## src/rtl/intc_consts.svh

```systemverilog
// Register offsets, field positions, reset values and vector constants of the interrupt controller.
`ifndef INTC_CONSTS_SVH
`define INTC_CONSTS_SVH

// Register byte addresses on the register bus.
`define ADDR_EXT_INT_CTRL_FLAGS 8'h88
`define ADDR_INTERRUPT_ENABLES 8'ha8
`define ADDR_PRIORITY_LEVELS_A 8'hb8
`define ADDR_PRIORITY_LEVELS_B 8'hc0
`define ADDR_PRIORITY_LEVELS_C 8'hc8
`define ADDR_PRIORITY_LEVELS_D 8'hd8
`define ADDR_SOURCE_SELECT 8'he0
`define ADDR_SERIAL_FLAGS 8'he4
`define ADDR_SERVICE_STATUS 8'he8

// Fields of ext_int_ctrl_flags.
`define BIT_EXT_ONE_PENDING 7
`define BIT_OVERTEMP_STATE 6
`define BIT_OVERTEMP_PENDING 5
`define BIT_EXT_ZERO_PENDING 2

// Fields of interrupt_enables.
`define BIT_GLOBAL_IRQ_ENABLE 7
`define BIT_CLOCK_CALENDAR_IRQ_ENABLE 6
`define BIT_SERIAL_PORT_IRQ_ENABLE 4
`define BIT_EXT_ONE_IRQ_ENABLE 2
`define BIT_OVERTEMP_IRQ_ENABLE 1
`define BIT_EXT_ZERO_IRQ_ENABLE 0
`define ENABLES_WRITE_MASK 8'hd7

// Priority storage: four 8-bit registers, the top two bits of the last are reserved.
`define PRIO_LAST_MASK 8'h3f
`define PRIO_RESET 32'h0000_0000

// Source count and fixed-order indices of sources with special enables.
`define NUM_SOURCES 15
`define IDX_LOWVOLT_OVERTEMP 0
`define IDX_EXT_ZERO 1
`define IDX_EXT_ONE 2
`define IDX_CLOCK_CALENDAR 8
`define IDX_SERIAL 14
`define NUM_PERIPH 11
`define FIRST_PERIPH 3

// Vector addresses.
`define RESET_VECTOR 16'h0000
`define VECTOR_BASE 16'h0003
`define VECTOR_LAST 16'h0073

// Bus reset values.
`define READDATA_RESET 8'h00

`endif

```

## src/rtl/intc_pkg.sv

```systemverilog
// Types shared by the interrupt controller and its surroundings.
package intc_pkg;

    // Avalon-MM request from the bus master.
    typedef struct packed {
        logic read;
        logic write;
        logic [7:0] address;
        logic [31:0] writedata;
        logic [3:0] byteenable;
    } avmm_req_t;

    // Avalon-MM answer to the bus master.
    typedef struct packed {
        logic waitrequest;
        logic [31:0] readdata;
    } avmm_rsp_t;

    // Vectored request towards the processor core.
    typedef struct packed {
        logic req;
        logic [1:0] level;
        logic [15:0] vector;
    } core_irq_t;

    // Whole state of the controller.
    typedef struct packed {
        logic [7:0] pin_s1;
        logic [7:0] pin_s2;
        logic ot_s1;
        logic ot_s2;
        logic ot_prev;
        logic line0_prev;
        logic line1_prev;
        logic ext_zero_pending;
        logic ext_one_pending;
        logic overtemp_pending;
        logic [1:0] ext_zero_trigger_sel;
        logic [1:0] ext_one_trigger_sel;
        logic [7:0] enables;
        logic [31:0] prio;
        logic [7:0] source_sel;
        logic serial_rx_done_flag;
        logic serial_tx_done_flag;
        logic [3:0] in_service;
        logic irq_req;
        logic [1:0] irq_level;
        logic [15:0] irq_vector;
        logic waitrequest;
        logic [7:0] readdata;
    } intc_state_t;

endpackage : intc_pkg

```

## src/rtl/prioritized_interrupt_controller.sv

```systemverilog
// Prioritized vectored interrupt controller with two external lines and an Avalon-MM register port.
//
// Implementation choice: the Avalon-MM interface to the registers.
`timescale 1ns/1ns
`include "intc_consts.svh"

module prioritized_interrupt_controller
    import intc_pkg::*;
(
    input wire logic sys_clk,
    input wire logic rst_b,
    input wire avmm_req_t avmm_req,
    output avmm_rsp_t avmm_rsp,
    input wire logic [7:0] ext_pins,
    input wire logic overtemp_above,
    input wire logic low_voltage_warning,
    input wire logic [10:0] periph_req,
    input wire logic serial_rx_set,
    input wire logic serial_tx_set,
    input wire logic irq_ack,
    input wire logic irq_return,
    output core_irq_t core_irq
);

    // Registered state and its next value.
    intc_state_t st_r;
    intc_state_t st_nxt;

    // Raw request of every source before the global gate.
    logic [14:0] src_req;
    // Selected external lines after synchronisation.
    logic line0;
    logic line1;
    // Edge events that set the pending flags.
    logic ev_zero;
    logic ev_one;
    logic ot_rise;
    // Bus write and read accepted in this cycle.
    logic wr_en;
    logic rd_en;
    logic [7:0] wd;
    // Arbitration result.
    logic found;
    logic [3:0] best_idx;
    logic [1:0] best_lvl;
    logic run_any;
    logic [1:0] run_lvl;

    // Outputs come straight from the state flip-flops.
    assign avmm_rsp.waitrequest = st_r.waitrequest;
    assign avmm_rsp.readdata = {24'h00_0000, st_r.readdata};
    assign core_irq.req = st_r.irq_req;
    assign core_irq.level = st_r.irq_level;
    assign core_irq.vector = st_r.irq_vector;

    // Edge detector for one external line.
    function automatic logic trig_event(input logic [1:0] sel, input logic cur, input logic prev);
        logic ev;
        ev = 1'b0;
        if (sel[1]) begin
            ev = cur ^ prev;
        end else if (sel[0]) begin
            ev = prev & ~cur;
        end else begin
            ev = cur & ~prev;
        end
        return ev;
    endfunction : trig_event

    // Pin selection and event detection on synchronised samples.
    assign line0 = st_r.pin_s2[st_r.source_sel[2:0]];
    assign line1 = st_r.pin_s2[st_r.source_sel[6:4]];
    assign ev_zero = trig_event(st_r.ext_zero_trigger_sel, line0, st_r.line0_prev);
    assign ev_one = trig_event(st_r.ext_one_trigger_sel, line1, st_r.line1_prev);
    assign ot_rise = st_r.ot_s2 & ~st_r.ot_prev;

    // A write takes effect on the edge where waitrequest is seen low; a read is sampled on the edge before, in the wait cycle.
    assign wr_en = avmm_req.write & ~st_r.waitrequest & avmm_req.byteenable[0];
    assign rd_en = avmm_req.read & st_r.waitrequest;
    assign wd = avmm_req.writedata[7:0];

    // Per-source request: flag and enable of each source; the low-voltage warning has no enable.
    assign src_req[`IDX_LOWVOLT_OVERTEMP] = low_voltage_warning
        | (st_r.overtemp_pending & st_r.enables[`BIT_OVERTEMP_IRQ_ENABLE]);
    assign src_req[`IDX_EXT_ZERO] = st_r.ext_zero_pending
        & st_r.enables[`BIT_EXT_ZERO_IRQ_ENABLE];
    assign src_req[`IDX_EXT_ONE] = st_r.ext_one_pending
        & st_r.enables[`BIT_EXT_ONE_IRQ_ENABLE];
    assign src_req[`IDX_SERIAL] = (st_r.serial_rx_done_flag | st_r.serial_tx_done_flag)
        & st_r.enables[`BIT_SERIAL_PORT_IRQ_ENABLE];

    // Peripheral sources arrive already gated by their own flag and enable, except the clock-calendar source, whose enable is applied here.
    for (genvar g = 0; g < `NUM_PERIPH; g++) begin : g_periph
        if (g + `FIRST_PERIPH == `IDX_CLOCK_CALENDAR) begin : g_rtc
            assign src_req[g + `FIRST_PERIPH] = periph_req[g]
                & st_r.enables[`BIT_CLOCK_CALENDAR_IRQ_ENABLE];
        end else begin : g_plain
            assign src_req[g + `FIRST_PERIPH] = periph_req[g];
        end
    end

    // Next-state logic for synchronisers, registers, flags, service tracking and bus.
    always_comb begin
        st_nxt = st_r;
        found = 1'b0;
        best_idx = 4'h0;
        best_lvl = 2'b00;
        run_any = 1'b0;
        run_lvl = 2'b00;

        // Two-stage synchronisers; only the second stage is read.
        st_nxt.pin_s1 = ext_pins;
        st_nxt.pin_s2 = st_r.pin_s1;
        st_nxt.ot_s1 = overtemp_above;
        st_nxt.ot_s2 = st_r.ot_s1;
        st_nxt.ot_prev = st_r.ot_s2;
        st_nxt.line0_prev = line0;
        st_nxt.line1_prev = line1;

        // Register writes; pending flags only clear on a written zero, serial flags take the written value.
        if (wr_en) begin
            if (avmm_req.address == `ADDR_EXT_INT_CTRL_FLAGS) begin
                if (!wd[`BIT_EXT_ONE_PENDING]) begin
                    st_nxt.ext_one_pending = 1'b0;
                end
                if (!wd[`BIT_OVERTEMP_PENDING]) begin
                    st_nxt.overtemp_pending = 1'b0;
                end
                if (!wd[`BIT_EXT_ZERO_PENDING]) begin
                    st_nxt.ext_zero_pending = 1'b0;
                end
                st_nxt.ext_one_trigger_sel = wd[4:3];
                st_nxt.ext_zero_trigger_sel = wd[1:0];
            end else if (avmm_req.address == `ADDR_INTERRUPT_ENABLES) begin
                st_nxt.enables = wd & `ENABLES_WRITE_MASK;
            end else if (avmm_req.address == `ADDR_PRIORITY_LEVELS_A) begin
                st_nxt.prio[7:0] = wd;
            end else if (avmm_req.address == `ADDR_PRIORITY_LEVELS_B) begin
                st_nxt.prio[15:8] = wd;
            end else if (avmm_req.address == `ADDR_PRIORITY_LEVELS_C) begin
                st_nxt.prio[23:16] = wd;
            end else if (avmm_req.address == `ADDR_PRIORITY_LEVELS_D) begin
                st_nxt.prio[31:24] = wd & `PRIO_LAST_MASK;
            end else if (avmm_req.address == `ADDR_SOURCE_SELECT) begin
                st_nxt.source_sel = wd & 8'h77;
            end else if (avmm_req.address == `ADDR_SERIAL_FLAGS) begin
                st_nxt.serial_rx_done_flag = wd[0];
                st_nxt.serial_tx_done_flag = wd[1];
            end
        end

        // Hardware events set flags after the write, so a set wins over a clear.
        if (ev_zero) begin
            st_nxt.ext_zero_pending = 1'b1;
        end
        if (ev_one) begin
            st_nxt.ext_one_pending = 1'b1;
        end
        if (ot_rise) begin
            st_nxt.overtemp_pending = 1'b1;
        end
        if (serial_rx_set) begin
            st_nxt.serial_rx_done_flag = 1'b1;
        end
        if (serial_tx_set) begin
            st_nxt.serial_tx_done_flag = 1'b1;
        end

        // Return from a routine releases the highest in-service level first.
        if (irq_return) begin
            if (st_r.in_service[3]) begin
                st_nxt.in_service[3] = 1'b0;
            end else if (st_r.in_service[2]) begin
                st_nxt.in_service[2] = 1'b0;
            end else if (st_r.in_service[1]) begin
                st_nxt.in_service[1] = 1'b0;
            end else begin
                st_nxt.in_service[0] = 1'b0;
            end
        end
        // Taking a vector marks its level as in service.
        if (irq_ack && st_r.irq_req) begin
            st_nxt.in_service[st_r.irq_level] = 1'b1;
        end

        // Highest level wins; scanning upward keeps the lowest index on ties.
        for (int i = 0; i < `NUM_SOURCES; i++) begin
            if (src_req[i]
                && (!found || st_r.prio[2*i +: 2] > best_lvl)) begin
                found = 1'b1;
                best_idx = 4'(i);
                best_lvl = st_r.prio[2*i +: 2];
            end
        end

        // Level of the routine now running, after this cycle's ack and return.
        for (int l = 0; l < 4; l++) begin
            if (st_nxt.in_service[l]) begin
                run_any = 1'b1;
                run_lvl = 2'(l);
            end
        end

        // Present only a strictly more urgent request, and nothing while globally disabled.
        st_nxt.irq_req = st_r.enables[`BIT_GLOBAL_IRQ_ENABLE] & found
            & (!run_any || best_lvl > run_lvl);
        if (found) begin
            st_nxt.irq_level = best_lvl;
            st_nxt.irq_vector = `VECTOR_BASE + {9'h000, best_idx, 3'b000};
        end

        // Bus answer: one wait cycle, then waitrequest low for one cycle.
        st_nxt.waitrequest = ~((avmm_req.read | avmm_req.write) & st_r.waitrequest);
        if (rd_en) begin
            if (avmm_req.address == `ADDR_EXT_INT_CTRL_FLAGS) begin
                st_nxt.readdata = {st_r.ext_one_pending, st_r.ot_s2, st_r.overtemp_pending,
                    st_r.ext_one_trigger_sel, st_r.ext_zero_pending,
                    st_r.ext_zero_trigger_sel};
            end else if (avmm_req.address == `ADDR_INTERRUPT_ENABLES) begin
                st_nxt.readdata = st_r.enables;
            end else if (avmm_req.address == `ADDR_PRIORITY_LEVELS_A) begin
                st_nxt.readdata = st_r.prio[7:0];
            end else if (avmm_req.address == `ADDR_PRIORITY_LEVELS_B) begin
                st_nxt.readdata = st_r.prio[15:8];
            end else if (avmm_req.address == `ADDR_PRIORITY_LEVELS_C) begin
                st_nxt.readdata = st_r.prio[23:16];
            end else if (avmm_req.address == `ADDR_PRIORITY_LEVELS_D) begin
                st_nxt.readdata = st_r.prio[31:24];
            end else if (avmm_req.address == `ADDR_SOURCE_SELECT) begin
                st_nxt.readdata = st_r.source_sel;
            end else if (avmm_req.address == `ADDR_SERIAL_FLAGS) begin
                st_nxt.readdata = {6'h00, st_r.serial_tx_done_flag, st_r.serial_rx_done_flag};
            end else if (avmm_req.address == `ADDR_SERVICE_STATUS) begin
                st_nxt.readdata = {st_r.irq_req, 1'b0, st_r.irq_level, st_r.in_service};
            end else begin
                st_nxt.readdata = `READDATA_RESET;
            end
        end
    end

    // State register; reset clears everything but waitrequest, which it sets, and parks the vector at the reset entry.
    always_ff @(posedge sys_clk or negedge rst_b) begin
        if (!rst_b) begin
            st_r <= '0;
            st_r.prio <= `PRIO_RESET;
            st_r.irq_vector <= `RESET_VECTOR;
            st_r.waitrequest <= 1'b1;
            st_r.readdata <= `READDATA_RESET;
        end else begin
            st_r <= st_nxt;
        end
    end

    // In-service bits at or above the presented level, for the preemption check.
    logic [3:0] svc_at_or_above;
    assign svc_at_or_above = st_r.in_service >> st_r.irq_level;
endmodule : prioritized_interrupt_controller

```

## config.mk

```make
export PLATFORM = sky130hd
export DESIGN_NAME = prioritized_interrupt_controller
export DESIGN_NICKNAME = d
export VERILOG_FILES = /design/src/rtl/intc_pkg.sv /design/src/rtl/prioritized_interrupt_controller.sv
export VERILOG_INCLUDE_DIRS = /design/src /design/src/rtl
export SDC_FILE = /design/constraint.sdc
export NUM_CORES = 1
export LEC_CHECK = 0
export BUFFER_PORTS_ARGS = -buffer_cell sky130_fd_sc_hd__buf_2
export CAP_MARGIN = 5
export CORE_ASPECT_RATIO = 1.4
export CORE_MARGIN = 3
export CORE_UTILIZATION = 50
export DETAILED_ROUTE_END_ITERATION = 6
export PLACE_DENSITY = 0.77
export SLEW_MARGIN = 20
export SYNTH_ARGS = -nofsm -noshare
export SYNTH_HDL_FRONTEND = slang
export SYNTH_SLANG_ARGS = --single-unit
```

## constraint.sdc

```tcl
create_clock -name sys_clk -period 17.35 [get_ports sys_clk]
set_input_delay 0 -clock sys_clk [delete_from_list [all_inputs] [get_ports sys_clk]]
set_output_delay 0 -clock sys_clk [all_outputs]
set_load 0.02 [all_outputs]
```

==> impl_metrics.toml, run 1 <==
[outcome]
status = "finished clean"

[synth]
ys_warn_count = 0
yosysSeqAreaShare = 0.4059
synth_fa_ha_area_frac = 0.06107
async_flop_share = 1.000
synthTopCellsByArea = "dfrtp_1 (40%), mux2_2 (10%), buf_4 (6.8%)"
syn_inst = 580
synth_compound_area_frac = 0.1640
syn_area_per_cell_um2 = 9.891
synth_enable_flop_cells = 0
synthMuxAreaShare = 0.1405
synthSimpleGateAreaFrac = 0.1330
ys_ff_latch = 93
yosys.area.top_type = "dfrtp_1"
synth-xor-area-share = 0
synth_area_mm2 = 0.005737
synth_top_cell_area_share = 0.4013
synthFlopType = "dfrtp_1"
synth.distinct_cells = 65
synth_top_family_by_area = "compound AO/OA/AOI/OAI gates"

[clock_network]
path_clk_slew_ns = 0.06
clock_path_buffers = 2
cts_tree = "yes"
cts.htree.levels = 3
clk_latency_ns = 0.34
cts_root_buf = "clkbuf_16"
cts_buffers = 9
cts_sinks = 93

[min_path]
min_from = "avmm_req[6]"
min_path_type = "in -> reg"

[sta]
hold_violations = 0
max_freq_mhz = 59.40
relSlewSlack = 0.2753
timing.final.crit_share = 0.9702
slew_violations = 0
min_period_ns = 16.83
setup_viol = 0
worst_slew_pin_slew_ns = 1.078
skew_ns = 0.005357
fin_ws_ns = 0.5163

[setup_path]
worst-path-max-fanout = 6
crit_start = "st_r[86]"
crit_path_top_delay_cell = "dfrtp_1"
crit_buf_inv = 2
worst_path_largest_cell_delay_ns = 0.41
endpoint_kind = "register"
crit_required_ns = 17.56
timing_worst_setup_path_type = "reg -> reg"
arrival_ns = 17.04
r2r-start = "st_r[86]"
cp_common_cell = "ha_1"
worstSetupStartpointType = "register"
cpLargestDelayFamily = "compound AO/OA/AOI/OAI gates"

[cells_and_area]
mostFrequentLayoutCells = "dfrtp_1 (92), buf_2 (62), nand2_1 (61)"
design_area_mm2 = 0.006779
layout_commonest_cell = "dfrtp_1"
diodes = 0
nFillCells = 879
drive_gt1_frac = 0.3052
final_nets = 772
syn2layout_area_growth_pct = 18.17

[floorplanning]
die_w_um = 96.53
io_pins = 125
row_count = 45
die_area_mm2 = 0.01281
die_h_um = 132.7
core_mm2 = 0.01104
initial_core_util = 0.5198

[place]
gp_congestion = 0.8647
io_buffers = 63
post-place-ws_ns = -0.4747
dp_hpwl_um = 10780
place_area_mm2 = 0.005961

[global_routing]
grt_pass1_vias = 4567
antenna_found_initial = 0
grt_pass1_wl_um = 22150
grt_max_degree = 54
grt_use_total = 0.2267
grt_overflow = 0

[routing]
final_antenna_net_count = 0
routedWlPerCell_um = 18.19
drc = 0
drt_iter0_drc = 377
viasPerCell = 5.881
dr.pass1.iters = 5
drt-total-wl_um = 14850
vias = 4799

[run]
cap_viol_max_count = 0

[power]
p_per_area_mw_per_mm2 = 88.77
leakage_nw = 3.243
irDropWorstVdd_v = 0.00008161
## synth_stat cells, types with 3 or more instances
cell / count
nor3_1: 5
a211o_1: 3
ha_1: 28
nand2b_1: 7
dfrtp_1: 92
nand2_1: 61
o22a_1: 3
mux4_2: 4
inv_1: 32
o31ai_1: 3
a31oi_1: 7
a22oi_1: 6
o21a_1: 5
and3_1: 4
clkbuf_1: 6
nand3_1: 8
or3_1: 5
nor2b_1: 9
and2_1: 8
a222oi_1: 5
o21ai_0: 39
nor2_1: 37
mux2_2: 52
a21o_1: 8
o21ai_1: 3
buf_4: 52
mux2i_1: 10
a21oi_1: 30
## metrics by stage
stage | util | TNS [ns] | hold WS (ns) | instances | power, mW
2_1_floorplan | - | 0 | -0.2956 | 613 | 0.3484
3_3_place_gp | 0.5401 | 0 | 0.01013 | 762 | 0.3685
3_5_place_dp | 0.5401 | -0.4747 | 0.01664 | 762 | 0.3751
4_1_cts | 0.5868 | 0 | 0.005565 | 796 | 0.5792
5_1_grt | 0.6143 | -0.3806 | 0.02871 | 816 | 0.6275
6_report | 0.6143 | 0 | 0.01717 | 816 | 0.6018
## worst register-to-register path, delay by kind of cell, from the launching register on
| family | cells | cell delay (ns) |
|---|---|---|
| flops | 1 | 0.41 |
| mux | 5 | 1.65 |
| fa+ha+maj | 15 | 4.27 |
| buf+inv | 2 | 0.19 |
| compound gates | 36 | 6.08 |
| simple gates | 30 | 4.12 |
## where the power goes
group          total [mW]  switching (mW)  internal, mW
Clock               0.199          0.0796         0.119
Combinational       0.165          0.0920        0.0725
Sequential          0.239          0.0101         0.229
Total               0.602           0.182         0.420
## state kept, by name (all words and copies together), names as in the netlist
| name | flops |
|---|---|
| st_r | 66 |
| st_nxt | 10 |
| avmm_rsp | 9 |
| core_irq | 8 |
## timing repair
item	in CTS	in global routing
gates resized for setup	7	39
setup endpoints to repair	1	7
buffers inserted	0	20
pin swaps	0	22
hold endpoints to repair	63	0
cloned	0	0
hold buffers	19	0
## cell type report
| cell class | instances | area, µm² | area share |
|---|---|---|---|
| clock inverter | 3 | 43.79 | 0.006460 |
| timing repair buffer | 106 | 691.9 | 0.1021 |
| sequential | 93 | 2328 | 0.3435 |
| inverter | 32 | 120.1 | 0.01772 |
| clock buffer | 12 | 256.5 | 0.03784 |
| tap | 141 | 176.4 | 0.02602 |
| multi-input combinational | 429 | 3162 | 0.4664 |
## final timing paths
path	cells after the start	slack [ns]	to
max reg2reg	88	0.52	core_irq[18]
max in group asynchronous	3	16.12	st_r[29]
min reg2reg	0	0.35	st_r[94]
max	88	0.52	core_irq[18]
min	3	0.02	st_r[44]
min in group asynchronous	2	0.17	st_nxt[92]
## cell families after synthesis
logic type	Yosys count
and+or+nand+nor	159
muxes	68
adders and majority gates	28
DFF	93
AOI/OAI and AO/OA	140
other	1
buffers and inverters	91
## metal layers
metal | share of wire | wire, µm | track usage
met5 | 0 | 0 | 0
met4 | 0.044 | 651 | 0.1061
met3 | 0.051 | 763 | 0.03982
met1 | 0.37 | 5484 | 0.2548
met2 | 0.54 | 7946 | 0.4040
No activity file was read; power rests on OpenSTA's default activity.
==> inputs of run 2 (changes only) <==
==> constraint.sdc (replaced) <==
create_clock -name sys_clk -period 15.1 [get_ports sys_clk]
set_input_delay 0 -clock sys_clk [delete_from_list [all_inputs] [get_ports sys_clk]]
set_output_delay 0 -clock sys_clk [all_outputs]
set_load 0.02 [all_outputs]
==> run 2 against run 1 <==
Net effect:
- the flow now finishes with violations (setup timing)
- wire length rose by 11%
- sequential power rose by 15%
- critical path depth rose by 4
- die area did not move
- largest cell class unchanged
- highest routed layer unchanged
==> impl_metrics.toml, run 2 (same netlist as run 1, synthesis figures left out) <==
[outcome]
status = "complete, but fails checks"
violations = "setup timing"

[routing]
drt-total-wl_um = 16440
dr.pass1.iters = 5
drt_iter0_drc = 440
final_antenna_net_count = 0
viasPerCell = 5.828
routedWlPerCell_um = 19.00
vias = 5041
drc = 0

[sta]
skew_ns = 0.005169
tns_ns = -0.6035
max_freq_mhz = 64.44
min_period_ns = 15.52
rsz0062_at_grt = "true"
fin_ws_ns = -0.4192
slew_violations = 0
hold_violations = 0
relSlewSlack = 0.3015
timing.final.crit_share = 1.028
worst_slew_pin_slew_ns = 1.039
holdWs_ns = 0.02771
setup_viol = 4

[floorplanning]
die_h_um = 132.7
io_pins = 125
core_mm2 = 0.01104
initial_core_util = 0.5198
row_count = 45
die_w_um = 96.53
die_area_mm2 = 0.01281

[setup_path]
timing_worst_setup_path_type = "reg -> reg"
worst_path_largest_cell_delay_ns = 0.39
arrival_ns = 15.79
worstSetupStartpointType = "register"
cp_common_cell = "ha_4"
cpLargestDelayFamily = "compound AO/OA/AOI/OAI gates"
worst-path-max-fanout = 4
crit_required_ns = 15.37
endpoint_kind = "register"
crit_path_top_delay_cell = "dfrtp_1"
crit_buf_inv = 5

[power]
leakage_nw = 3.553
irDropWorstVdd_v = 0.00008808
fin_total_pwr_mw = 0.7604
p_per_area_mw_per_mm2 = 101.4

[cells_and_area]
design_area_mm2 = 0.007502
final_util = 0.6798
layout_commonest_cell = "dfrtp_1"
syn2layout_area_growth_pct = 30.77
diodes = 0
drive_gt1_frac = 0.4199
mostFrequentLayoutCells = "dfrtp_1 (92), buf_4 (69), buf_2 (62)"
largest_reg_flops = 66
nFillCells = 782
instances_no_fill = 865
final_nets = 820
largest_register = "st_r"

[run]
cap_viol_max_count = 0

[clock_network]
cts.htree.levels = 3
cts_sinks = 93
clock_path_buffers = 2
cts_root_buf = "clkbuf_16"
clk_latency_ns = 0.35
path_clk_slew_ns = 0.07
cts_buffers = 9
cts_tree = "yes"

[global_routing]
grt_max_degree = 70
grt_overflow = 0
antenna_found_initial = 0
grt_use_total = 0.2525
grt_pass1_wl_um = 24920
grt_pass1_vias = 4986

[place]
placed_cells = 803
io_buffers = 63
place_area_mm2 = 0.006415
post-place-ws_ns = -0.8562
dp_hpwl_um = 11350
gp_congestion = 0.9229

[min_path]
min_path_type = "in -> reg"
## run 2: per-layer routing
metal  vias up  global-route usage  routed length (µm)
met5         -                   0                   0
met4         0              0.1240                 768
met3        58             0.04209                 927
met2       237              0.4420                8802
met1      2460              0.2904                5937
li1       2286                   -                   -
## run 2: worst register-to-register path, delay by kind of cell, from the launching register on
family,cells,cell delay [ns]
and+or+nand+nor,28,3.52
DFF,1,0.39
buffers and inverters,5,0.50
muxes,4,1.31
AOI/OAI and AO/OA,40,5.81
adders and majority gates,15,3.86
## run 2: final timing paths
kind                                 start  depth (start not counted)      endpoint  slack, ns
worst max-delay path              st_r[75]                         92  core_irq[18]      -0.42
max in group asynchronous            rst_b                          3      st_r[54]      13.85
worst min register to register  st_nxt[98]                          0      st_r[98]       0.35
min in group asynchronous            rst_b                          2    st_nxt[91]       0.09
worst max register to register    st_r[75]                         92  core_irq[18]      -0.42
worst min-delay path            irq_return                          3      st_r[31]       0.03
## run 2: layout make-up
cell class	instances	area, µm²	share of cell area
Clock buffer	11	242.7	0.03235
Clock inverter	5	58.81	0.007839
Inverter	32	120.1	0.01601
Multi-Input combinational cell	429	3512	0.4681
Sequential cell	93	2328	0.3104
Tap cell	141	176.4	0.02352
Timing Repair Buffer	154	1064	0.1418
## run 2: repair_timing
action	CTS	global route
gates resized for setup	27	56
pin swaps	56	45
setup buffers	16	12
hold buffers	19	0
setup endpoints to repair	7	7
hold endpoints to repair	45	0
## run 2: power by group
group	switching [mW]	total, mW	internal, mW
combinational	0.130	0.258	0.128
sequential	0.0116	0.274	0.263
clock	0.0948	0.228	0.133
total	0.236	0.760	0.524
